File: src/pkg/wdg_pkg.sv
// package: watchdog register map, field layout, modes and timing constants
package wdg_pkg;
  // register byte offsets on the apb bus
  localparam logic [7:0] CTRL_OFS = 8'h00;
  localparam logic [7:0] STAT_OFS = 8'h04;
  localparam logic [7:0] IRQ_STAT_OFS = 8'h08;
  localparam logic [7:0] IRQ_EN_OFS = 8'h0C;
  localparam logic [7:0] IRQ_CLR_OFS = 8'h10;
  localparam logic [7:0] CLEAR_OFS = 8'h14;
  // control field positions
  localparam int SOFT_EN_BIT = 0;
  localparam int PERIOD_LSB = 1;
  localparam int PERIOD_MSB = 5;
  localparam logic [4:0] PERIOD_RST = 5'h0B;
  localparam logic [4:0] PERIOD_MAX = 5'h12;
  localparam logic SOFT_EN_RST = 1'b0;
  // clear register key bit
  localparam int CLEAR_BIT = 0;
  // irq bit positions
  localparam int IRQ_RESET_BIT = 0;
  localparam int IRQ_WAKE_BIT = 1;
  localparam int IRQ_W = 2;
  // mode select codes
  localparam logic [1:0] MODE_OFF = 2'h0;
  localparam logic [1:0] MODE_SOFT = 2'h1;
  localparam logic [1:0] MODE_NOSLEEP = 2'h2;
  localparam logic [1:0] MODE_ON = 2'h3;
  // low frequency time base: 31 kHz from the 100 MHz system clock
  localparam int SYS_CLK_HZ = 100000000;
  localparam int LFOSC_HZ = 31000;
  localparam int LFOSC_DIV = SYS_CLK_HZ / LFOSC_HZ;
  localparam int LFDIV_W = 12;
  localparam int PRESCALE_W = 24;
  localparam int MIN_RATIO_LOG2 = 5;

  typedef struct packed {
    logic [4:0] periodSel;
    logic softEn;
  } wdg_ctrl_t;

  typedef struct packed {
    logic expiryFlag;
    logic sleepFlag;
  } wdg_flags_t;
endpackage

File: src/hw/wdg_top.sv
// watchdog timer: lf time base, prescaler, modes, sleep handling, apb regs
//
// The register offsets and the APB slave port are this design's own decisions.
`timescale 1ns/1ps
module wdg_top (
  input wire logic sys_clk,
  input wire logic rst,
  input wire logic psel,
  input wire logic penable,
  input wire logic pwrite,
  input wire logic [7:0] paddr,
  input wire logic [31:0] pwdata,
  output logic [31:0] prdata,
  output logic pready,
  output logic pslverr,
  input wire logic [1:0] watchdogModeSelect,
  input wire logic watchdogClearInstruction,
  input wire logic sleepActive,
  input wire logic oscFail,
  input wire logic oscillatorStartupTimer,
  input wire logic [3:0] internalOscFreqSelect,
  output logic resetReq,
  output logic wakeReq,
  output logic expiryStatusFlag,
  output logic sleepStatusFlag,
  output logic irq
);
  typedef enum logic [2:0] {
    ST_IDLE = 3'b001,
    ST_RUN = 3'b010,
    ST_HOLD = 3'b100
  } wdg_state_t;

  wdg_pkg::wdg_ctrl_t ctrl_r;
  wdg_pkg::wdg_flags_t flags_r;
  wdg_state_t state_r;
  wdg_state_t state_nxt;
  logic [wdg_pkg::PRESCALE_W-1:0] count_r;
  logic [wdg_pkg::IRQ_W-1:0] irqStat_r;
  logic [wdg_pkg::IRQ_W-1:0] irqEn_r;
  logic [wdg_pkg::IRQ_W-1:0] irqEvt;
  logic lfTick;
  logic sleepSync;
  logic sleepPrev_r;
  logic oscFailSync;
  logic ostSync;
  logic enabled;
  logic clearCond;
  logic expire;
  logic swClear;
  logic apbWrite;
  logic sleepEnter;
  logic sleepExit;
  logic [31:0] rdata;
  logic addrOk;

  // terminal count mask for a period code, reserved codes fall back to minimum
  function automatic logic [wdg_pkg::PRESCALE_W-1:0] ratioMask(input logic [4:0] code);
    logic [4:0] eff;
    eff = code;
    if (code > wdg_pkg::PERIOD_MAX) begin
      eff = 5'h00;
    end
    ratioMask = wdg_pkg::PRESCALE_W'((24'h000001 << (eff + 5'(wdg_pkg::MIN_RATIO_LOG2))) - 24'h000001);
  endfunction

  // write strobe for one register offset
  function automatic logic regWrite(input logic wr, input logic [7:0] addr, input logic [7:0] ofs);
    regWrite = wr && (addr == ofs);
  endfunction

  wdg_lf_tick uLfTick (
    .sys_clk(sys_clk),
    .rst(rst),
    .lfTick(lfTick)
  );

  wdg_sync uSyncSleep (
    .sys_clk(sys_clk),
    .rst(rst),
    .din(sleepActive),
    .dout(sleepSync)
  );

  wdg_sync uSyncFail (
    .sys_clk(sys_clk),
    .rst(rst),
    .din(oscFail),
    .dout(oscFailSync)
  );

  wdg_sync uSyncOst (
    .sys_clk(sys_clk),
    .rst(rst),
    .din(oscillatorStartupTimer),
    .dout(ostSync)
  );

  assign apbWrite = psel && penable && pwrite;
  assign sleepEnter = sleepSync && !sleepPrev_r;
  assign sleepExit = !sleepSync && sleepPrev_r;
  assign swClear = watchdogClearInstruction
    || (regWrite(apbWrite, paddr, wdg_pkg::CLEAR_OFS) && pwdata[wdg_pkg::CLEAR_BIT]);

  // mode decode
  always_comb begin
    case (watchdogModeSelect)
      wdg_pkg::MODE_ON: enabled = 1'b1;
      wdg_pkg::MODE_NOSLEEP: enabled = !sleepSync;
      wdg_pkg::MODE_SOFT: enabled = ctrl_r.softEn;
      default: enabled = 1'b0;
    endcase
  end

  // upper mode bit means soft enable is never consulted above
  // clear sources; oscillator divider not among them
  assign clearCond = !enabled || swClear || oscFailSync || sleepEnter || sleepExit;
  assign expire = (state_r == ST_RUN) && lfTick && (count_r == ratioMask(ctrl_r.periodSel));

  always_comb begin
    state_nxt = state_r;
    case (state_r)
      ST_IDLE: begin
        if (enabled && ostSync) begin
          state_nxt = ST_HOLD;
        end else if (enabled) begin
          state_nxt = ST_RUN;
        end
      end
      ST_RUN: begin
        if (!enabled) begin
          state_nxt = ST_IDLE;
        end else if (ostSync) begin
          state_nxt = ST_HOLD;
        end
      end
      ST_HOLD: begin
        if (!enabled) begin
          state_nxt = ST_IDLE;
        end else if (!ostSync) begin
          state_nxt = ST_RUN;
        end
      end
      default: state_nxt = ST_IDLE;
    endcase
  end

  always_ff @(posedge sys_clk) begin
    if (rst) begin
      state_r <= ST_IDLE;
      sleepPrev_r <= 1'b0;
    end else begin
      state_r <= state_nxt;
      sleepPrev_r <= sleepSync;
    end
  end

  // timeout only when no clear source is active
  logic hit;
  assign hit = expire && !clearCond;

  // count clear; sleep entry clear, restart if enabled
  always_ff @(posedge sys_clk) begin
    if (rst) begin
      count_r <= '0;
    end else if (clearCond || state_r != ST_RUN || hit) begin
      count_r <= '0;
    end else if (lfTick) begin
      count_r <= count_r + 1'b1;
    end
  end

  // awake reset; wake from sleep with flags
  always_ff @(posedge sys_clk) begin
    if (rst) begin
      resetReq <= 1'b0;
      wakeReq <= 1'b0;
      flags_r <= '{expiryFlag: 1'b1, sleepFlag: 1'b1};
    end else begin
      resetReq <= hit && !sleepSync;
      wakeReq <= hit && sleepSync;
      if (hit) begin
        flags_r.expiryFlag <= 1'b0;
        flags_r.sleepFlag <= !sleepSync;
      end else if (swClear) begin
        flags_r <= '{expiryFlag: 1'b1, sleepFlag: 1'b1};
      end else if (sleepEnter) begin
        flags_r <= '{expiryFlag: 1'b1, sleepFlag: 1'b0};
      end
    end
  end

  always_ff @(posedge sys_clk) begin
    if (rst) begin
      expiryStatusFlag <= 1'b1;
      sleepStatusFlag <= 1'b1;
    end else begin
      expiryStatusFlag <= flags_r.expiryFlag;
      sleepStatusFlag <= flags_r.sleepFlag;
    end
  end

  always_ff @(posedge sys_clk) begin
    if (rst) begin
      ctrl_r <= '{periodSel: wdg_pkg::PERIOD_RST, softEn: wdg_pkg::SOFT_EN_RST};
    end else if (regWrite(apbWrite, paddr, wdg_pkg::CTRL_OFS)) begin
      ctrl_r.periodSel <= pwdata[wdg_pkg::PERIOD_MSB:wdg_pkg::PERIOD_LSB];
      ctrl_r.softEn <= pwdata[wdg_pkg::SOFT_EN_BIT];
    end
  end

  assign irqEvt = {hit && sleepSync, hit && !sleepSync};

  // sticky events, set wins over clear
  always_ff @(posedge sys_clk) begin
    if (rst) begin
      irqStat_r <= '0;
    end else if (regWrite(apbWrite, paddr, wdg_pkg::IRQ_CLR_OFS)) begin
      irqStat_r <= (irqStat_r & ~pwdata[wdg_pkg::IRQ_W-1:0]) | irqEvt;
    end else begin
      irqStat_r <= irqStat_r | irqEvt;
    end
  end

  // irq enable, same layout as status
  always_ff @(posedge sys_clk) begin
    if (rst) begin
      irqEn_r <= '0;
    end else if (regWrite(apbWrite, paddr, wdg_pkg::IRQ_EN_OFS)) begin
      irqEn_r <= pwdata[wdg_pkg::IRQ_W-1:0];
    end
  end

  // level irq while an enabled event is pending
  always_ff @(posedge sys_clk) begin
    if (rst) begin
      irq <= 1'b0;
    end else begin
      irq <= |(irqStat_r & irqEn_r);
    end
  end

  // read mux; write-only registers read zero
  always_comb begin
    rdata = 32'h00000000;
    addrOk = 1'b1;
    case (paddr)
      wdg_pkg::CTRL_OFS: rdata = {26'h0, ctrl_r.periodSel, ctrl_r.softEn};
      // status: state, enable, divider at default, flags
      wdg_pkg::STAT_OFS: rdata = {25'h0, state_r, enabled, internalOscFreqSelect == 4'h0,
        flags_r.sleepFlag, flags_r.expiryFlag};
      wdg_pkg::IRQ_STAT_OFS: rdata = {30'h0, irqStat_r};
      wdg_pkg::IRQ_EN_OFS: rdata = {30'h0, irqEn_r};
      wdg_pkg::IRQ_CLR_OFS: rdata = 32'h00000000;
      wdg_pkg::CLEAR_OFS: rdata = 32'h00000000;
      default: addrOk = 1'b0;
    endcase
  end

  // zero wait state slave
  always_ff @(posedge sys_clk) begin
    if (rst) begin
      prdata <= 32'h00000000;
      pready <= 1'b0;
      pslverr <= 1'b0;
    end else begin
      pready <= psel && !penable;
      pslverr <= psel && !penable && !addrOk;
      if (psel && !penable && !pwrite) begin
        prdata <= rdata;
      end
    end
  end
endmodule

File: src/hw/wdg_lf_tick.sv
// low frequency oscillator model: one-cycle tick at 31 kHz
`timescale 1ns/1ps
module wdg_lf_tick (
  input wire logic sys_clk,
  input wire logic rst,
  output logic lfTick
);
  logic [wdg_pkg::LFDIV_W-1:0] divCnt_r;

  always_ff @(posedge sys_clk) begin
    if (rst) begin
      divCnt_r <= '0;
      lfTick <= 1'b0;
    end else if (divCnt_r == wdg_pkg::LFDIV_W'(wdg_pkg::LFOSC_DIV - 1)) begin
      divCnt_r <= '0;
      lfTick <= 1'b1;
    end else begin
      divCnt_r <= divCnt_r + 1'b1;
      lfTick <= 1'b0;
    end
  end
endmodule

File: src/hw/wdg_sync.sv
// three-stage synchroniser with agreement filter for one level
`timescale 1ns/1ps
module wdg_sync (
  input wire logic sys_clk,
  input wire logic rst,
  input wire logic din,
  output logic dout
);
  logic s1_r;
  logic s2_r;
  logic s3_r;

  always_ff @(posedge sys_clk) begin
    if (rst) begin
      s1_r <= 1'b0;
      s2_r <= 1'b0;
      s3_r <= 1'b0;
      dout <= 1'b0;
    end else begin
      s1_r <= din;
      s2_r <= s1_r;
      s3_r <= s2_r;
      if (s2_r == s3_r) begin
        dout <= s3_r;
      end
    end
  end
endmodule

File: config.mk
export PLATFORM = sky130hd
export DESIGN_NAME = wdg_top
export DESIGN_NICKNAME = d
export VERILOG_FILES = /design/src/pkg/wdg_pkg.sv /design/src/hw/wdg_top.sv /design/src/hw/wdg_lf_tick.sv /design/src/hw/wdg_sync.sv
export SDC_FILE = /design/constraint.sdc
export NUM_CORES = 1
export LEC_CHECK = 0
export ABC_AREA = 1
export BUFFER_PORTS_ARGS = -buffer_cell sky130_fd_sc_hd__buf_2
export CORE_ASPECT_RATIO = 0.75
export CORE_MARGIN = 2
export CORE_UTILIZATION = 50
export DETAILED_ROUTE_END_ITERATION = 16
export PLACE_DENSITY_LB_ADDON = 0.1
export SYNTH_ARGS = -nofsm -noshare
export SYNTH_HDL_FRONTEND = slang
export SYNTH_HIERARCHICAL = 1
export SYNTH_SLANG_ARGS = --single-unit
File: constraint.sdc
create_clock -name sys_clk -period 2.95 [get_ports sys_clk]
set_input_delay 0.295 -clock sys_clk [delete_from_list [all_inputs] [get_ports sys_clk]]
set_output_delay 0.295 -clock sys_clk [all_outputs]
set_load 0.03 [all_outputs]
==> flow_summary_export.csv <==
group,metric,value,unit
cells_and_area,layout.cells.non_filler,888,
cells_and_area,nets,810,
clocking,clk_latency,0.33,ns
clocking,cts_resized,0,
timing,final.setup.tns,0,ns
clocking,cts_hold_buf,0,
timing,rsz0062_at_grt,"false",
critical_path,cp.arrival,2.87,ns
timing,timing.final.crit_period,2.654,ns
timing,worst_slack,0.2955,ns
power,p_sw,0.5991,mW
cells_and_area,regArea,1582,sq um
power,leakagePower,2.328,nW
cells_and_area,n_antenna_cell,0,
power,cellPowerDensity,430.4,nW/um^2
placement,dp_hpwl,8.428,mm
power,swShare,26.00,%
drt,wl_per_cell,12.54,microns
placement,placed_area,5066,sq um
floorplanning,die_y,89.12,microns
timing,hold_viol_final,0,
yosys,netlist_area,4830,sq um
drt,drt-initial-drc-count,331,
drt,firstDrtPassIters,5,
drt,via_count,4406,
timing,drv_slew,0,
power,p_seq_share,47.2,%
floorplanning,coreArea,9542,sq um
floorplanning,die_w,117.5,microns
placement,dp.cells,872,
drt,drt-total-wl,11.14,mm
clocking,cts.sinks,79,
placement,dp_slack,0.3413,ns
clocking,clock_path_buffers,2,
global_route,gr-total-overflow,0,
placement,io_buffer_count,42,
yosys,ys_warn_count,6,
yosys,synth_edf_count,0,
clocking,clk_pin_slew,0.07,ns
cells_and_area,drive_gt1_share,16.27,%
timing,hold_ws,0.1529,ns
clocking,cts_setup_buffers,0,
power,ir_drop,0.0002384,V
power,p_int,1.705,mW
cells_and_area,design_area,5354,sq um
timing,finalCritPeriodShare,89.98,%
clocking,cts_tree,"built",
timing,max_freq,0.3767,GHz
cells_and_area,syn_to_final_growth,10.85,%
clocking,clockRootBuffer,"clkbuf_16",
yosys,avgSynthCellArea,6.870,sq um
timing,setup_viol,0,
drt,drc,0,
yosys,ys_seq_area_share,32.75,%
placement,gp_congestion,0.9198,
cells_and_area,fillCellCount,933,
power,pwr-share-comb,6.4,%
flow_run,cap_violations,0,
drt,ant_nets,0,
critical_path,ff2ff_path_depth,16,
floorplanning,die-area,10470,sq um
global_route,antenna_found_initial,0,
worst_hold_path,holdPathStages,3,
global_route,grt_pass1_vias,3863,
yosys,syn_inst,703,
critical_path,critPathCaptureType,"register",
clocking,numCtsBuffers,9,
yosys,ys_types,43,
global_route,grt_max_degree,31,
yosys,async_reset_ff_share,0,%
global_route,use_met3,4.018,%
global_route,gr-usage-met1,31.26,%
drt,routed_via_density,4.962,
yosys,synth-seq-cells,79,
timing,worstMarginPinSlew,0.5855,ns
floorplanning,start_util,50.62,%
floorplanning,std_cell_rows,31,
critical_path,critical_path_class,"register to register",
global_route,grt_first_pass_wirelength,18.51,mm
yosys,ys.flop_type,"dfxtp_1",
clocking,htree_num_levels,3,
power,power,2.304,mW
critical_path,critical_path_peak_fanout,24,
timing,slew_headroom,60.61,%
critical_path,cp-start-kind,"register",
timing,skew,0.007703,ns
cells_and_area,final_core_util,56.11,%
run_status,status,"complete, no violations",
global_route,grt_use_met2,34.24,%
global_route,grtUsageTotal,21.81,%
floorplanning,pin_count,94,
global_route,busiest_layer,"met2",
critical_path,required,3.17,ns
power,clock_power_share,46.4,%
worst_hold_path,min_path_type,"input pin to register",
cells_and_area,multiInputGateArea,2666,sq um
==> worst max-delay path: stages, from the launching register on <==
cell,delay (ns)
dfxtp_1,0.54
nand2_4,0.13
nand2_4,0.11
nand3_2,0.20
buf_4,0.23
nor2_1,0.10
nor2_1,0.05
nor2_1,0.17
inv_1,0.07
nand2_1,0.07
inv_1,0.04
nor2_2,0.11
nand2_2,0.07
nor2_4,0.15
nand3_4,0.10
nand2_4,0.29
nor2_1,0.08
==> state kept, by name, summed over array words and instances, names as in the netlist, 2 cells and up <==
signal / count
irqStat_r: 2
uLfTick/divCnt_r: 12
flags_r: 2
prdata: 7
count_r: 24
ctrl_r: 6
state_r: 3
irqEn_r: 2
==> final timing paths <==
| check | startpoint | to | slack (ns) |
|---|---|---|---|
| worst max register to register | ctrl_r[1] | count_r[4] | 0.30 |
| worst max-delay path | ctrl_r[1] | count_r[4] | 0.30 |
| worst min register to register | uSyncOst/s1_r | uSyncOst/s2_r | 0.41 |
| worst min-delay path | oscFail | uSyncFail/s1_r | 0.15 |
==> area by class of cell <==
class                   count  area share, %
clock buffers               9          4.207
clock inverters             7          1.168
inverters                 102          7.151
multi-input cells         509          49.80
flip-flops and latches     79          29.54
well taps                 132          3.085
repair buffers             50          5.048
==> routing by layer <==
| layer | vias to the layer above | part of all wire [%] |
|---|---|---|
| met5 | - | 0 |
| met4 | 0 | 0.90 |
| li1 | 2280 | - |
| met1 | 1969 | 50 |
| met2 | 144 | 42 |
| met3 | 13 | 6.3 |
==> layout by cell type, fill, tap and decap left out, drive strengths merged, types with 2 or more instances in the layout <==
cell / netlist / layout
a211oi: 2 / 2
nand3: 51 / 51
xor2: 33 / 33
o311ai: 3 / 3
buf: 33 / 50
dfxtp: 79 / 79
conb: 2 / 27
o211ai: 3 / 3
nor4: 7 / 7
nand2: 159 / 159
a21oi: 24 / 24
o21ai: 15 / 15
or2: 3 / 3
nand3b: 3 / 3
clkinvlp: 0 / 3
clkinv: 1 / 2
clkbuf: 5 / 9
nand4: 26 / 26
xnor2: 7 / 7
ha: 4 / 4
o21bai: 3 / 3
inv: 101 / 104
nor3: 14 / 14
nor2: 115 / 115
o22ai: 4 / 4
==> cell usage after synthesis (all sizes together) (5+ instances only) <==
library cell,n,area share [%]
clkbuf,5,0.39
xor2,33,6.0
inv,101,7.8
nor2,115,10
nand2,159,14
a21oi,24,2.6
xnor2,7,1.3
o21ai,15,1.6
nand3,51,6.0
buf,33,5.7
dfxtp,79,33
nand4,26,3.4
nor3,14,1.5
nor4,7,0.91
==> logic make-up (layout without fill, tap and decap cells) <==
| kind of cell | Yosys count | count (layout) | share of synthesized area (%) |
|---|---|---|---|
| AOI/OAI and AO/OA | 58 | 58 | 7.435 |
| xor gates and xnor gates | 40 | 40 | 7.254 |
| adders and majority gates | 4 | 4 | 1.036 |
| buffers and inverters | 140 | 168 | 13.99 |
| DFF | 79 | 79 | 32.75 |
| muxes | 1 | 1 | 0.2073 |
| other | 2 | 27 | 0.1555 |
| and+or+nand+nor | 379 | 379 | 37.18 |
==> power groups by stage <==
stage | Combinational, mW | Clock, mW | Sequential (mW)
after global routing | 0.164 | 1.15 | 1.09
after CTS | 0.146 | 1.10 | 1.09
after global placement | 0.143 | 0 | 1.11
after floorplan | 0.130 | 0 | 1.11
after detailed placement | 0.145 | 0 | 1.11
final | 0.148 | 1.07 | 1.09
No activity file was read; power rests on OpenSTA's default activity.
